--- src/pkg/tws_params.svh ---
// constants for the two-wire slave receiver: offsets, bits, codes
`ifndef TWS_PARAMS_SVH
`define TWS_PARAMS_SVH
// =============================================
// register byte offsets
`define TWS_OFS_CTRL      8'h00
`define TWS_OFS_STAT      8'h04
`define TWS_OFS_DATA      8'h08
`define TWS_OFS_ADDR      8'h0C
`define TWS_OFS_ISTAT     8'h10
`define TWS_OFS_IMASK     8'h14
// =============================================
// control register bit positions
`define TWS_CTRL_FLAG     7
`define TWS_CTRL_ACK      6
`define TWS_CTRL_STA      5
`define TWS_CTRL_STO      4
`define TWS_CTRL_EN       2
// status register layout
`define TWS_STAT_HI       7
`define TWS_STAT_LO       3
`define TWS_PRESC_HI      1
// =============================================
// status codes, prescaler bits zero
`define TWS_SC_IDLE       8'hF8
`define TWS_SC_OWN_W      8'h60
`define TWS_SC_ARB_OWN_W  8'h68
`define TWS_SC_GC         8'h70
`define TWS_SC_ARB_GC     8'h78
`define TWS_SC_RX_ACK     8'h80
`define TWS_SC_RX_NACK    8'h88
`define TWS_SC_GC_ACK     8'h90
`define TWS_SC_GC_NACK    8'h98
`define TWS_SC_OWN_R      8'hA8
`define TWS_SC_ARB_OWN_R  8'hB0
`define TWS_SC_TX_ACK     8'hB8
`define TWS_SC_TX_NACK    8'hC0
`define TWS_SC_TX_LAST    8'hC8
// =============================================
// misc values
`define TWS_GC_ADDR       7'h00
`define TWS_LAST_BIT      4'h7
`define TWS_ACK_BIT       4'h8
`define TWS_ACK_END       4'h9
`define TWS_CNT_ZERO      4'h0
`define TWS_CNT_ONE       4'h1
`define TWS_RST_BYTE      8'h00
`define TWS_RST_IRQ       3'h0
`define TWS_IRQ_FLAG      0
`define TWS_IRQ_STOP      1
`define TWS_IRQ_WAKE      2
`endif

--- src/pkg/tws_pkg.sv ---
// types shared by the two-wire slave receiver files
package tws_pkg;
	typedef logic [7:0]  tws_byte_t;
	typedef logic [31:0] tws_word_t;
	typedef logic [2:0]  tws_irq_t;
	typedef enum logic [2:0]
	{
		ST_IDLE,
		ST_ADDR,
		ST_ACK,
		ST_WAIT,
		ST_RX,
		ST_TX,
		ST_TACK
	} tws_state_e;
endpackage : tws_pkg

--- src/verilog/tws_sync.sv ---
// two-flop synchroniser for a bus pin with edge pulses
`timescale 1ns/1ps
module tws_sync
(
	input  wire logic sys_clk,
	input  wire logic arst_n,
	input  wire logic ce,
	input  wire logic pinIn,
	output wire logic level,
	output wire logic rise,
	output wire logic fall
);
	logic metaQ;
	logic syncQ;
	logic prevQ;

	// =============================================
	// synchroniser; metaQ feeds only syncQ
	always_ff @(posedge sys_clk or negedge arst_n)
	begin
		if (!arst_n)
		begin
			metaQ <= 1'b1;
			syncQ <= 1'b1;
			prevQ <= 1'b1;
		end
		else if (ce)
		begin
			metaQ <= pinIn;
			syncQ <= metaQ;
			prevQ <= syncQ;
		end
	end

	// edges seen on the settled copy only
	assign level = syncQ;
	assign rise  = syncQ & ~prevQ;
	assign fall  = ~syncQ & prevQ;
endmodule : tws_sync

--- src/verilog/tws_slave.sv ---
// two-wire bus slave receiver/transmitter with APB registers
//
// Implementation choices: the APB register port and the address map.
`timescale 1ns/1ps
`include "tws_params.svh"

// Functional notes
// - own bus address is the upper seven bits of the slave address register
// - address register bit 0 enables answering general call address zero
// - matched address with direction 0 receives, direction 1 transmits
// - own address plus write sets the flag and a valid status code
// - arbitration lost then addressed enters receive, codes 0x68 or 0x78
// - ack enable cleared mid-transfer gives NACK after the next byte
// - ack enable zero ignores own address but keeps watching the bus
// - in deep sleep with ack enable set, address match still wakes part
// - after address wake-up SCL held low until flag cleared by writing one
// - data register need not hold the last bus byte after wake-up
// - codes 0x60 own write address, 0x70 general call, both acknowledged
// - arbitration-lost variants report 0x68 own write, 0x78 general call
// - after address states next byte is acked per ack enable
// - last byte sent, master acks: report 0xC8, then send all ones
// - after a terminating state become unaddressed; recognise per ack enable
// - start request in that response issues START once bus is free
module tws_slave
(
	input  wire logic          sys_clk,
	input  wire logic          arst_n,
	input  wire logic          ce,
	input  wire logic          psel,
	input  wire logic          penable,
	input  wire logic          pwrite,
	input  wire tws_pkg::tws_byte_t paddr,
	input  wire tws_pkg::tws_word_t pwdata,
	output tws_pkg::tws_word_t prdata,
	output logic               pready,
	output logic               pslverr,
	input  wire logic          sclIn,
	output logic               sclOut,
	output logic               sclOe,
	input  wire logic          sdaIn,
	output logic               sdaOut,
	output logic               sdaOe,
	input  wire logic          arbLost,
	input  wire logic          deepSleep,
	output logic               wakeReq,
	output logic               startReq,
	output logic               irq
);
	import tws_pkg::*;

	// =============================================
	// declarations
	tws_state_e state_q;
	tws_byte_t  ctrl_q;
	tws_byte_t  addrReg_q;
	tws_byte_t  dataReg_q;
	tws_byte_t  code_q;
	tws_byte_t  shift_q;
	tws_byte_t  rdMux;
	tws_irq_t   iStat_q;
	tws_irq_t   iMask_q;
	tws_irq_t   events;
	logic [1:0] presc_q;
	logic [3:0] bitCnt_q;
	logic [3:0] bitInc;
	logic       isRead_q;
	logic       isGc_q;
	logic       arb_q;
	logic       dataPhase_q;
	logic       ackDrive_q;
	logic       endSlave_q;
	logic       lastTx_q;
	logic       flagSet_q;
	logic       rxLoad_q;
	logic       wakeSet_q;
	logic       sleepLoad_q;
	logic       busBusy_q;
	logic       sclLvl;
	logic       sclRise;
	logic       sclFall;
	logic       sdaLvl;
	logic       sdaRise;
	logic       sdaFall;
	logic       startSeen;
	logic       stopSeen;
	logic       flag;
	logic       ackEn;
	logic       enable;
	logic       setupPh;
	logic       wrEn;
	logic       hitCtrl;
	logic       hitStat;
	logic       hitData;
	logic       hitAddr;
	logic       hitIStat;
	logic       hitIMask;
	logic       hitAny;
	logic       stopCmd;
	logic       flagClr;
	logic       flagFree;
	logic       ownHit;
	logic       gcHit;
	logic       addrHit;
	tws_byte_t  shiftIn;
	tws_byte_t  addrCode;
	tws_byte_t  rxCode;
	tws_byte_t  txCode;

	// =============================================
	// pin synchronisers
	tws_sync u_sclSync
	(
		.sys_clk (sys_clk),
		.arst_n  (arst_n),
		.ce      (ce),
		.pinIn   (sclIn),
		.level   (sclLvl),
		.rise    (sclRise),
		.fall    (sclFall)
	);

	tws_sync u_sdaSync
	(
		.sys_clk (sys_clk),
		.arst_n  (arst_n),
		.ce      (ce),
		.pinIn   (sdaIn),
		.level   (sdaLvl),
		.rise    (sdaRise),
		.fall    (sdaFall)
	);

	// =============================================
	// bus conditions and control bits
	assign startSeen = sdaFall & sclLvl;
	assign stopSeen  = sdaRise & sclLvl;
	assign flag      = ctrl_q[`TWS_CTRL_FLAG];
	assign ackEn     = ctrl_q[`TWS_CTRL_ACK];
	assign enable    = ctrl_q[`TWS_CTRL_EN];
	assign bitInc    = bitCnt_q + `TWS_CNT_ONE;
	assign shiftIn   = {shift_q[6:0], sdaLvl};
	// flag pulse is one cycle ahead of the flag bit, so check both
	assign flagFree  = ~flag & ~flagSet_q;

	// =============================================
	// address match; ack enable zero isolates the slave
	assign ownHit  = (shiftIn[7:1] == addrReg_q[7:1]);
	assign gcHit   = (shiftIn[7:1] == `TWS_GC_ADDR) & addrReg_q[0]
		& ~shiftIn[0];
	assign addrHit = ackEn & (ownHit | gcHit);

	// =============================================
	// status code selection
	assign addrCode = isRead_q ? (arb_q ? `TWS_SC_ARB_OWN_R : `TWS_SC_OWN_R)
		: isGc_q ? (arb_q ? `TWS_SC_ARB_GC : `TWS_SC_GC)
		: (arb_q ? `TWS_SC_ARB_OWN_W : `TWS_SC_OWN_W);
	assign rxCode = isGc_q
		? (ackDrive_q ? `TWS_SC_GC_ACK : `TWS_SC_GC_NACK)
		: (ackDrive_q ? `TWS_SC_RX_ACK : `TWS_SC_RX_NACK);
	assign txCode = shift_q[0] ? `TWS_SC_TX_NACK // shift_q[0] holds nack
		: lastTx_q ? `TWS_SC_TX_LAST : `TWS_SC_TX_ACK;

	// =============================================
	// APB decode; writes act in the access phase only
	assign setupPh  = psel & ~penable;
	assign wrEn     = psel & penable & pready & pwrite;
	assign hitCtrl  = (paddr == `TWS_OFS_CTRL);
	assign hitStat  = (paddr == `TWS_OFS_STAT);
	assign hitData  = (paddr == `TWS_OFS_DATA);
	assign hitAddr  = (paddr == `TWS_OFS_ADDR);
	assign hitIStat = (paddr == `TWS_OFS_ISTAT);
	assign hitIMask = (paddr == `TWS_OFS_IMASK);
	assign hitAny   = hitCtrl | hitStat | hitData | hitAddr | hitIStat
		| hitIMask;
	assign stopCmd  = wrEn & hitCtrl & pwdata[`TWS_CTRL_STO];
	assign flagClr  = wrEn & hitCtrl & pwdata[`TWS_CTRL_FLAG];

	// read mux; reserved status bit reads zero
	always_comb
	begin
		rdMux = `TWS_RST_BYTE;
		if (hitCtrl)
			rdMux = ctrl_q;
		else if (hitStat)
			rdMux = {code_q[`TWS_STAT_HI:`TWS_STAT_LO], 1'b0, presc_q};
		else if (hitData)
			rdMux = dataReg_q;
		else if (hitAddr)
			rdMux = addrReg_q;
		else if (hitIStat)
			rdMux = {5'h00, iStat_q};
		else if (hitIMask)
			rdMux = {5'h00, iMask_q};
	end

	// interrupt events
	assign events[`TWS_IRQ_FLAG] = flagSet_q;
	assign events[`TWS_IRQ_STOP] = stopSeen & (state_q != ST_IDLE);
	assign events[`TWS_IRQ_WAKE] = wakeSet_q;

	// =============================================
	// APB answer registered in setup, so one access cycle
	always_ff @(posedge sys_clk or negedge arst_n)
	begin
		if (!arst_n)
		begin
			pready  <= 1'b0;
			pslverr <= 1'b0;
			prdata  <= 32'h0000_0000;
		end
		else if (ce)
		begin
			pready  <= setupPh;
			pslverr <= setupPh & ~hitAny;
			prdata  <= setupPh ? {24'h00_0000, rdMux} : 32'h0000_0000;
		end
	end

	// control register; hardware flag set wins over a clear
	always_ff @(posedge sys_clk or negedge arst_n)
	begin
		if (!arst_n)
		begin
			ctrl_q    <= `TWS_RST_BYTE;
			addrReg_q <= `TWS_RST_BYTE;
			presc_q   <= 2'h0;
		end
		else if (ce)
		begin
			if (wrEn & hitCtrl)
			begin
				ctrl_q[6:0] <= {pwdata[6:5], 1'b0, pwdata[3:0]};
			end
			if (flagSet_q)
				ctrl_q[`TWS_CTRL_FLAG] <= 1'b1;
			else if (flagClr)
				ctrl_q[`TWS_CTRL_FLAG] <= 1'b0;
			if (wrEn & hitAddr)
				addrReg_q <= pwdata[7:0];
			if (wrEn & hitStat)
				presc_q <= pwdata[`TWS_PRESC_HI:0];
		end
	end

	// data register; skipped while asleep since no clock reaches it
	always_ff @(posedge sys_clk or negedge arst_n)
	begin
		if (!arst_n)
			dataReg_q <= `TWS_RST_BYTE;
		else if (ce)
		begin
			if (rxLoad_q & ~sleepLoad_q)
				dataReg_q <= shift_q;
			else if (wrEn & hitData)
				dataReg_q <= pwdata[7:0];
		end
	end

	// sticky interrupt status, write one clears, set wins
	always_ff @(posedge sys_clk or negedge arst_n)
	begin
		if (!arst_n)
		begin
			iStat_q <= `TWS_RST_IRQ;
			iMask_q <= `TWS_RST_IRQ;
			irq     <= 1'b0;
		end
		else if (ce)
		begin
			iStat_q <= events | (iStat_q
				& ~((wrEn & hitIStat) ? pwdata[2:0] : `TWS_RST_IRQ));
			if (wrEn & hitIMask)
				iMask_q <= pwdata[2:0];
			irq <= |(iStat_q & iMask_q);
		end
	end

	// bus busy tracking and start request once bus is free
	always_ff @(posedge sys_clk or negedge arst_n)
	begin
		if (!arst_n)
		begin
			busBusy_q <= 1'b0;
			startReq  <= 1'b0;
		end
		else if (ce)
		begin
			if (startSeen)
				busBusy_q <= 1'b1;
			else if (stopSeen)
				busBusy_q <= 1'b0;
			startReq <= enable & ctrl_q[`TWS_CTRL_STA] & ~busBusy_q
				& (state_q == ST_IDLE);
		end
	end

	// =============================================
	// bus engine: bits sampled on SCL rise, driven after SCL fall
	always_ff @(posedge sys_clk or negedge arst_n)
	begin
		if (!arst_n)
		begin
			state_q     <= ST_IDLE;
			bitCnt_q    <= `TWS_CNT_ZERO;
			shift_q     <= `TWS_RST_BYTE;
			code_q      <= `TWS_SC_IDLE;
			isRead_q    <= 1'b0;
			isGc_q      <= 1'b0;
			arb_q       <= 1'b0;
			dataPhase_q <= 1'b0;
			ackDrive_q  <= 1'b0;
			endSlave_q  <= 1'b0;
			lastTx_q    <= 1'b0;
			flagSet_q   <= 1'b0;
			rxLoad_q    <= 1'b0;
			wakeSet_q   <= 1'b0;
			sleepLoad_q <= 1'b0;
			wakeReq     <= 1'b0;
			sdaOe       <= 1'b0;
			sclOe       <= 1'b0;
		end
		else if (ce)
		begin
			flagSet_q <= 1'b0;
			rxLoad_q  <= 1'b0;
			wakeSet_q <= 1'b0;
			if (arbLost)
				arb_q <= 1'b1;
			if (!enable || stopCmd || stopSeen)
			begin
				state_q <= ST_IDLE;
				sdaOe   <= 1'b0;
				sclOe   <= 1'b0;
				wakeReq <= 1'b0;
			end
			else if (startSeen)
			begin
				// also covers repeated start in mid-transfer
				state_q  <= ST_ADDR;
				bitCnt_q <= `TWS_CNT_ZERO;
				sdaOe    <= 1'b0;
			end
			else
			begin
				case (state_q)
				ST_ADDR:
				begin
					if (sclRise)
					begin
						shift_q  <= shiftIn;
						bitCnt_q <= bitInc;
						if (bitCnt_q == `TWS_LAST_BIT)
						begin
							// a miss leaves the bus alone until next START
							state_q     <= addrHit ? ST_ACK : ST_IDLE;
							isRead_q    <= shiftIn[0];
							isGc_q      <= ~ownHit;
							dataPhase_q <= 1'b0;
							ackDrive_q  <= 1'b1;
							endSlave_q  <= 1'b0;
							wakeReq     <= addrHit & deepSleep;
							wakeSet_q   <= addrHit & deepSleep;
							sleepLoad_q <= deepSleep;
						end
					end
				end
				ST_ACK:
				begin
					if (sclFall && bitCnt_q == `TWS_ACK_BIT)
					begin
						sdaOe    <= ackDrive_q;
						bitCnt_q <= `TWS_ACK_END;
					end
					else if (sclFall && bitCnt_q == `TWS_ACK_END)
					begin
						// stretch SCL until software answers the flag
						sdaOe      <= 1'b0;
						sclOe      <= 1'b1;
						flagSet_q  <= 1'b1;
						rxLoad_q   <= dataPhase_q;
						code_q     <= dataPhase_q ? rxCode : addrCode;
						endSlave_q <= dataPhase_q & ~ackDrive_q;
						state_q    <= ST_WAIT;
					end
				end
				ST_WAIT:
				begin
					if (flagFree)
					begin
						sclOe    <= 1'b0;
						wakeReq  <= 1'b0;
						arb_q    <= 1'b0;
						bitCnt_q <= `TWS_CNT_ZERO;
						if (endSlave_q)
						begin
							state_q <= ST_IDLE;
							code_q  <= `TWS_SC_IDLE;
						end
						else if (isRead_q)
						begin
							state_q  <= ST_TX;
							shift_q  <= dataReg_q;
							sdaOe    <= ~dataReg_q[7];
							lastTx_q <= ~ackEn;
						end
						else
							state_q <= ST_RX;
					end
				end
				ST_RX:
				begin
					if (sclRise)
					begin
						shift_q  <= shiftIn;
						bitCnt_q <= bitInc;
						if (bitCnt_q == `TWS_LAST_BIT)
						begin
							state_q     <= ST_ACK;
							dataPhase_q <= 1'b1;
							ackDrive_q  <= ackEn;
						end
					end
				end
				ST_TX:
				begin
					if (sclRise)
						bitCnt_q <= bitInc;
					else if (sclFall && bitCnt_q == `TWS_ACK_BIT)
					begin
						sdaOe   <= 1'b0;
						state_q <= ST_TACK;
					end
					else if (sclFall)
					begin
						sdaOe   <= ~shift_q[6];
						shift_q <= {shift_q[6:0], 1'b0};
					end
				end
				ST_TACK:
				begin
					if (sclRise)
						shift_q[0] <= sdaLvl;
					else if (sclFall)
					begin
						// unaddressed after a NACK or the last byte, released SDA reads all ones
						sclOe      <= 1'b1;
						flagSet_q  <= 1'b1;
						code_q     <= txCode;
						endSlave_q <= shift_q[0] | lastTx_q;
						state_q    <= ST_WAIT;
					end
				end
				default:
				begin
					state_q <= ST_IDLE;
					sdaOe   <= 1'b0;
					sclOe   <= 1'b0;
				end
				endcase
			end
		end
	end

	// =============================================
	// open-drain pins only ever pull low
	always_ff @(posedge sys_clk or negedge arst_n)
	begin
		if (!arst_n)
		begin
			sdaOut <= 1'b0;
			sclOut <= 1'b0;
		end
		else if (ce)
		begin
			sdaOut <= 1'b0;
			sclOut <= 1'b0;
		end
	end
endmodule : tws_slave

--- config.mk ---
export PLATFORM = sky130hd
export DESIGN_NAME = tws_slave
export DESIGN_NICKNAME = d
export VERILOG_FILES = /design/src/pkg/tws_pkg.sv /design/src/verilog/tws_sync.sv /design/src/verilog/tws_slave.sv
export VERILOG_INCLUDE_DIRS = /design/src /design/src/pkg
export SDC_FILE = /design/constraint.sdc
export NUM_CORES = 1
export LEC_CHECK = 0
export ABC_AREA = 1
export BUFFER_PORTS_ARGS = -buffer_cell sky130_fd_sc_hd__buf_2
export CORE_AREA = 2 2 93 95
export DETAILED_ROUTE_END_ITERATION = 12
export DIE_AREA = 0 0 95 97
export PLACE_DENSITY = 0.84
export SLEW_MARGIN = 10
export SYNTH_ARGS = -nofsm -noshare
export SYNTH_HDL_FRONTEND = slang
export SYNTH_SLANG_ARGS = --single-unit
export TNS_END_PERCENT = 100
--- constraint.sdc ---
create_clock -name sys_clk -period 4.6 [get_ports sys_clk]
set_input_delay 0.46 -clock sys_clk [delete_from_list [all_inputs] [get_ports sys_clk]]
set_output_delay 0.46 -clock sys_clk [all_outputs]
set_load 0.05 [all_outputs]
==> results.yml, run 1 <==
clocking:
  numCtsBuffers: 9
  cts_resized: 0
  cts_hold_buffers: 0
  clock_path_buffers: 2
  htreeDepth: 3
  cts_sinks: 84
  clk_latency_ps: 360
  cts.clk_slew.worst_paths_ps: 90
  tritoncts: "yes"
  post_cts.repair.setup_buffers: 0
  clock-root-buffer: "clkbuf_8"
floorplanning:
  fp.coreArea_um2: 8130
  io_pins: 91
  start_util: 0.597
  die_width_um: 95
  die_y_um: 97
  num_rows: 33
  die_area_um2: 9220
logic_synthesis:
  ys_ff_latch: 84
  syn_area_per_cell_um2: 7.21
  async_reset_ff_frac: 1.00
  synth-edff-count: 0
  yosysTopAreaCell: "dfrtp_1"
  synth.distinct_cells: 41
  synth_ff_type: "dfrtp_1"
  netlist_instances: 674
  syn_area_um2: 4860
  synth.top_cell.area_share: 0.376
  synthTopCellsByArea: "dfrtp_1 (38%), nand2_1 (16%), o21ai_0 (7.9%), dfstp_2 (6.0%), nor2_1 (5.5%)"
  ys_warn_count: 0
  ys_seq_area_frac: 0.436
route:
  via_per_inst: 5.59
  drt-total-wl_mm: 13.2
  dr_total_vias: 4603
  drc: 0
  avgRoutedWirePerCell_um: 16.0
  initialDrtViolationCount: 316
  postRouteAntennaNets: 0
  drtPass1Iterations: 5
grt:
  grt_pass1_wl_mm: 21.4
  grt-ovfl-total: 0
  grt_start_max_net_pins: 46
  gr-usage-met3: 0.0452
  grtUsageTotal: 0.304
  met2_usage: 0.488
  busiest_layer: "met2"
  grt_pass1_vias: 4321
  antenna_found_initial: 0
  grtUsageMet1: 0.413
sta:
  finalClockSkew_ps: 9.80
  finalSetupViolCount: 0
  fmax_mhz: 397
  post-route-period-util: 0.548
  period_needed_ps: 2520
  tightest_slew_ps: 893
  rsz0062_at_grt: "no"
  finalWorstSetupSlack_ps: 2080
  finalSetupTns_ps: 0
  slew_viol_final: 0
  max_slew_margin: 0.402
  finalHoldViolations: 0
critical_path:
  start_kind: "flop"
  arrival_ps: 2770
  cp-end-kind: "flop"
  crit_type: "reg -> reg"
  cp_max_fo: 13
  worst_ep_required_time_ps: 4850
pwr:
  power.density_nw_per_um2: 278
  p_sw_frac: 0.308
  finalPower_mw: 1.45
  p_switching_mw: 0.445
  power_frac_comb: 0.111
  power_frac_clock: 0.345
  p_leak_nw: 2.67
  internal-power_mw: 1.00
  vdd_drop_max_v: 0.000202
  pwr-share-seq: 0.544
layout:
  final_cell_area_um2: 5210
  finalNetCount: 766
  drive_gt1_frac: 0.131
  final_util: 0.641
  diodes: 0
  fill_cells: 717
  regArea_um2: 2120
  multi_input_area_um2: 2290
  area_growth_pct: 7.32
hold_path:
  hold_class: "in -> async"
flow_run:
  maxCapViolations: 0
placed_design:
  pre_cts_ws_ps: 2210
  portBuffers: 40
  placed_area_um2: 5040
  place.gp.congestion: 0.995
  hpwl_mm: 9.94
run_status:
  status: "finished clean"
==> final cells by class <==
| class | instances | area share |
|---|---|---|
| inverters | 76 | 0.0547 |
| clock inverters | 6 | 0.00936 |
| multi-input cells | 501 | 0.440 |
| clock buffers | 10 | 0.0245 |
| well taps | 105 | 0.0252 |
| flip-flops and latches | 84 | 0.406 |
| repair buffers | 41 | 0.0403 |
==> state kept, by name, indices dropped and copies added (netlist names), 2 cells and up <==
name	flops
dataReg_q	8
prdata	8
addrReg_q	8
state_q	3
iMask_q	3
presc_q	2
bitCnt_q	4
iStat_q	3
ctrl_q	7
shift_q	8
code_q	5
==> synth_stat cells, types with 3 or more instances <==
| cell | n |
|---|---|
| dfstp_2 | 11 |
| nand2_2 | 5 |
| inv_1 | 70 |
| dfrtp_1 | 73 |
| buf_4 | 28 |
| clkbuf_1 | 7 |
| o22ai_1 | 3 |
| o21ai_1 | 9 |
| ha_1 | 3 |
| inv_2 | 6 |
| xnor2_1 | 3 |
| nand4_1 | 6 |
| nand3_2 | 3 |
| o21ai_0 | 77 |
| a31oi_1 | 5 |
| nand2_1 | 207 |
| nand3_1 | 24 |
| nor3_1 | 4 |
| nor2_2 | 6 |
| nor2_1 | 71 |
| a21oi_1 | 21 |
| o211ai_1 | 10 |
==> through the flow <==
stage	instances	hold WS (ps)
floorplan	699	164
global placement	807	451
detailed placement	807	455
CTS	823	71.3
global route	823	91.4
finish	823	54.2
==> routing by layer <==
layer / wire length [um] / vias up
met5: 0 / -
met4: 420 / 0
met3: 788 / 38
met2: 6420 / 217
met1: 5560 / 2160
li1: - / 2188
==> worst max-delay path, stage by stage, from the launching register on <==
cell	delay, ps
dfrtp_1	590
nor2_1	160
nor2_1	710
inv_1	390
a22oi_1	330
nand3_1	110
nand2_1	70
nand2_1	50
==> cell families after synthesis <==
group,after synthesis,share of synthesized area
fa+ha+maj,3,0.00773
simple gates,335,0.288
flops,84,0.436
compound gates,133,0.149
buf+inv,114,0.112
xor+xnor,4,0.00721
other cells,1,0.000772
==> path summary, 6_finish.rpt <==
path                                  from               to  slack (ps)  cells past startpoint
hold reg to reg            u_sclSync.metaQ  u_sclSync.metaQ         470                      2
setup reg to reg                state_q[2]       shift_q[0]        2080                      7
min in group sys_clk                 sclIn  u_sclSync.metaQ         290                      3
hold / removal                      arst_n            sdaOe          50                      1
setup / recovery                state_q[2]       shift_q[0]        2080                      7
max in group asynchronous           arst_n       presc_q[1]        3570                      2
==> placed cells by master (no fill, tap or decap), types with 3 or more instances in the layout <==
master	netlist	layout
buf_2	1	39
o211ai_1	10	10
o21ai_1	9	9
nor3_1	4	4
nand4_1	6	6
nor2_1	71	71
inv_2	6	6
ha_1	3	3
nand2_2	5	5
inv_1	70	70
clkbuf_8	0	9
xnor2_1	3	3
a21oi_1	21	21
a31oi_1	5	5
nand3_1	24	24
nand2_1	207	207
dfrtp_1	73	73
nand3_2	3	3
nor2_2	6	6
o21ai_0	77	77
conb_1	1	26
o22ai_1	3	3
dfstp_2	11	11
==> power groups by stage <==
stage                     Combinational (mW)  Sequential [mW]  Clock [mW]
after floorplan                        0.120            0.800           0
after global placement                 0.157            0.799           0
after detailed placement               0.160            0.800           0
after CTS                              0.161            0.786       0.502
after global routing                   0.178            0.790       0.538
final                                  0.161            0.787       0.499
Power figures use the tool's default switching activity.
==> inputs of run 2 (changes only) <==
Settings changed: CORE_AREA 2 2 93 95 to 2 2 97 99, DIE_AREA 0 0 95 97 to 0 0 99 101, PLACE_DENSITY 0.84 to 0.78.
Clock period 4.6 ns to 2.4 ns, I/O delays scaled along.
==> results.yml, run 2 (synthesized netlist as in run 1, its figures left out) <==
sta:
  fmax_mhz: 484
  slew_viol_final: 0
  finalClockSkew_ps: 16.9
  finalWorstSetupSlack_ps: 333
  rsz0062_at_grt: "no"
  finalSetupViolCount: 0
  hold_ws_ps: 64.6
  post-route-period-util: 0.861
  finalSetupTns_ps: 0
  max_slew_margin: 0.587
  tightest_slew_ps: 620
  period_needed_ps: 2070
  finalHoldViolations: 0
layout:
  final_cell_mix: "nand2_1 (207), o21ai_0 (77), dfrtp_1 (73)"
  area_growth_pct: 9.35
  finalNetCount: 772
  diodes: 0
  final_cell_area_um2: 5310
  drive_gt1_frac: 0.138
  final_common_cell: "nand2_1"
pwr:
  vdd_drop_max_v: 0.000285
  finalPower_mw: 2.91
  power.density_nw_per_um2: 547
  p_leak_nw: 2.72
critical_path:
  cp-end-kind: "flop"
  critPathLaunch: "u_sclSync.level"
  start_kind: "flop"
  arrival_ps: 2320
  worst_ep_required_time_ps: 2650
  cp_max_fo: 7
  crit_type: "reg -> reg"
  r2r_start: "u_sclSync.level"
grt:
  grt_pass1_vias: 4188
  grt_start_max_net_pins: 46
  grt_pass1_wl_mm: 21.3
  grtUsageTotal: 0.277
  antenna_found_initial: 0
  grt-ovfl-total: 0
floorplanning:
  die_area_um2: 10000
  start_util: 0.541
  io_pins: 91
  die_y_um: 101
  die_width_um: 99
  num_rows: 35
  fp.coreArea_um2: 8980
clocking:
  tritoncts: "yes"
  htreeDepth: 3
  clk_latency_ps: 360
  clock_path_buffers: 2
  clock-root-buffer: "clkbuf_8"
  cts.clk_slew.worst_paths_ps: 90
  numCtsBuffers: 9
  cts_sinks: 84
  cts_resized: 0
placed_design:
  place.gp.congestion: 0.972
  pre_cts_ws_ps: 372
  portBuffers: 40
  hpwl_mm: 10.0
  placed_area_um2: 5090
route:
  avgRoutedWirePerCell_um: 16.0
  initialDrtViolationCount: 275
  dr_total_vias: 4467
  postRouteAntennaNets: 0
  drc: 0
  via_per_inst: 5.35
  drt-total-wl_mm: 13.4
  drtPass1Iterations: 5
hold_path:
  hold_class: "in -> reg"
  hold_start: "sclIn"
flow_run:
  maxCapViolations: 0
run_status:
  status: "finished clean"
## run 2: final cells by class
type	count	area, um^2
clock buffer	10	138
multi-input combinational	501	2290
inverter	76	285
fill	851	3670
clock inverter	6	70.1
tap	111	139
timing repair buffer	47	270
sequential	84	2120
## run 2: timing repair
item,4_1_cts,5_1_grt
buffers inserted,0,0
hold buffers,1,0
endpoints found under the hold margin,37,0
## run 2: final timing paths
check / end / slack (ps) / cells after the start
worst max-delay path: shift_q[5] / 330 / 9
worst min-delay path: u_sclSync.metaQ / 60 / 3
worst max register to register: shift_q[5] / 330 / 9
worst min register to register: u_sdaSync.metaQ / 470 / 2
max in group asynchronous: code_q[6] / 1330 / 3
min in group asynchronous: state_q[2] / 390 / 2
## run 2: per-layer routing
metal	wire length [um]	track usage
met2	6620	0.466
met1	5790	0.362
met4	298	0.100
met3	680	0.0465
met5	0	0
## run 2: stage by stage
step / cells / util
after floorplan: 699 / -
after global placement: 818 / 0.567
after detailed placement: 818 / 0.567
after CTS: 835 / 0.592
after global routing: 835 / 0.592
final: 835 / 0.592
## run 2: power by group
part	total (mW)	switching (mW)	internal [mW]	leakage, nW
Sequential	1.51	0.0396	1.47	1.09
Clock	1.08	0.567	0.517	0.0955
Combinational	0.315	0.247	0.0680	1.53
## run 2: critical path: stages (launching register included)
cell	delay, ps
dfstp_2	550
inv_2	50
nor2_1	310
nor2_1	150
nor2_1	120
nand2_1	100
nor3b_2	280
nand3_2	210
nand2_1	120
nand2_1	50
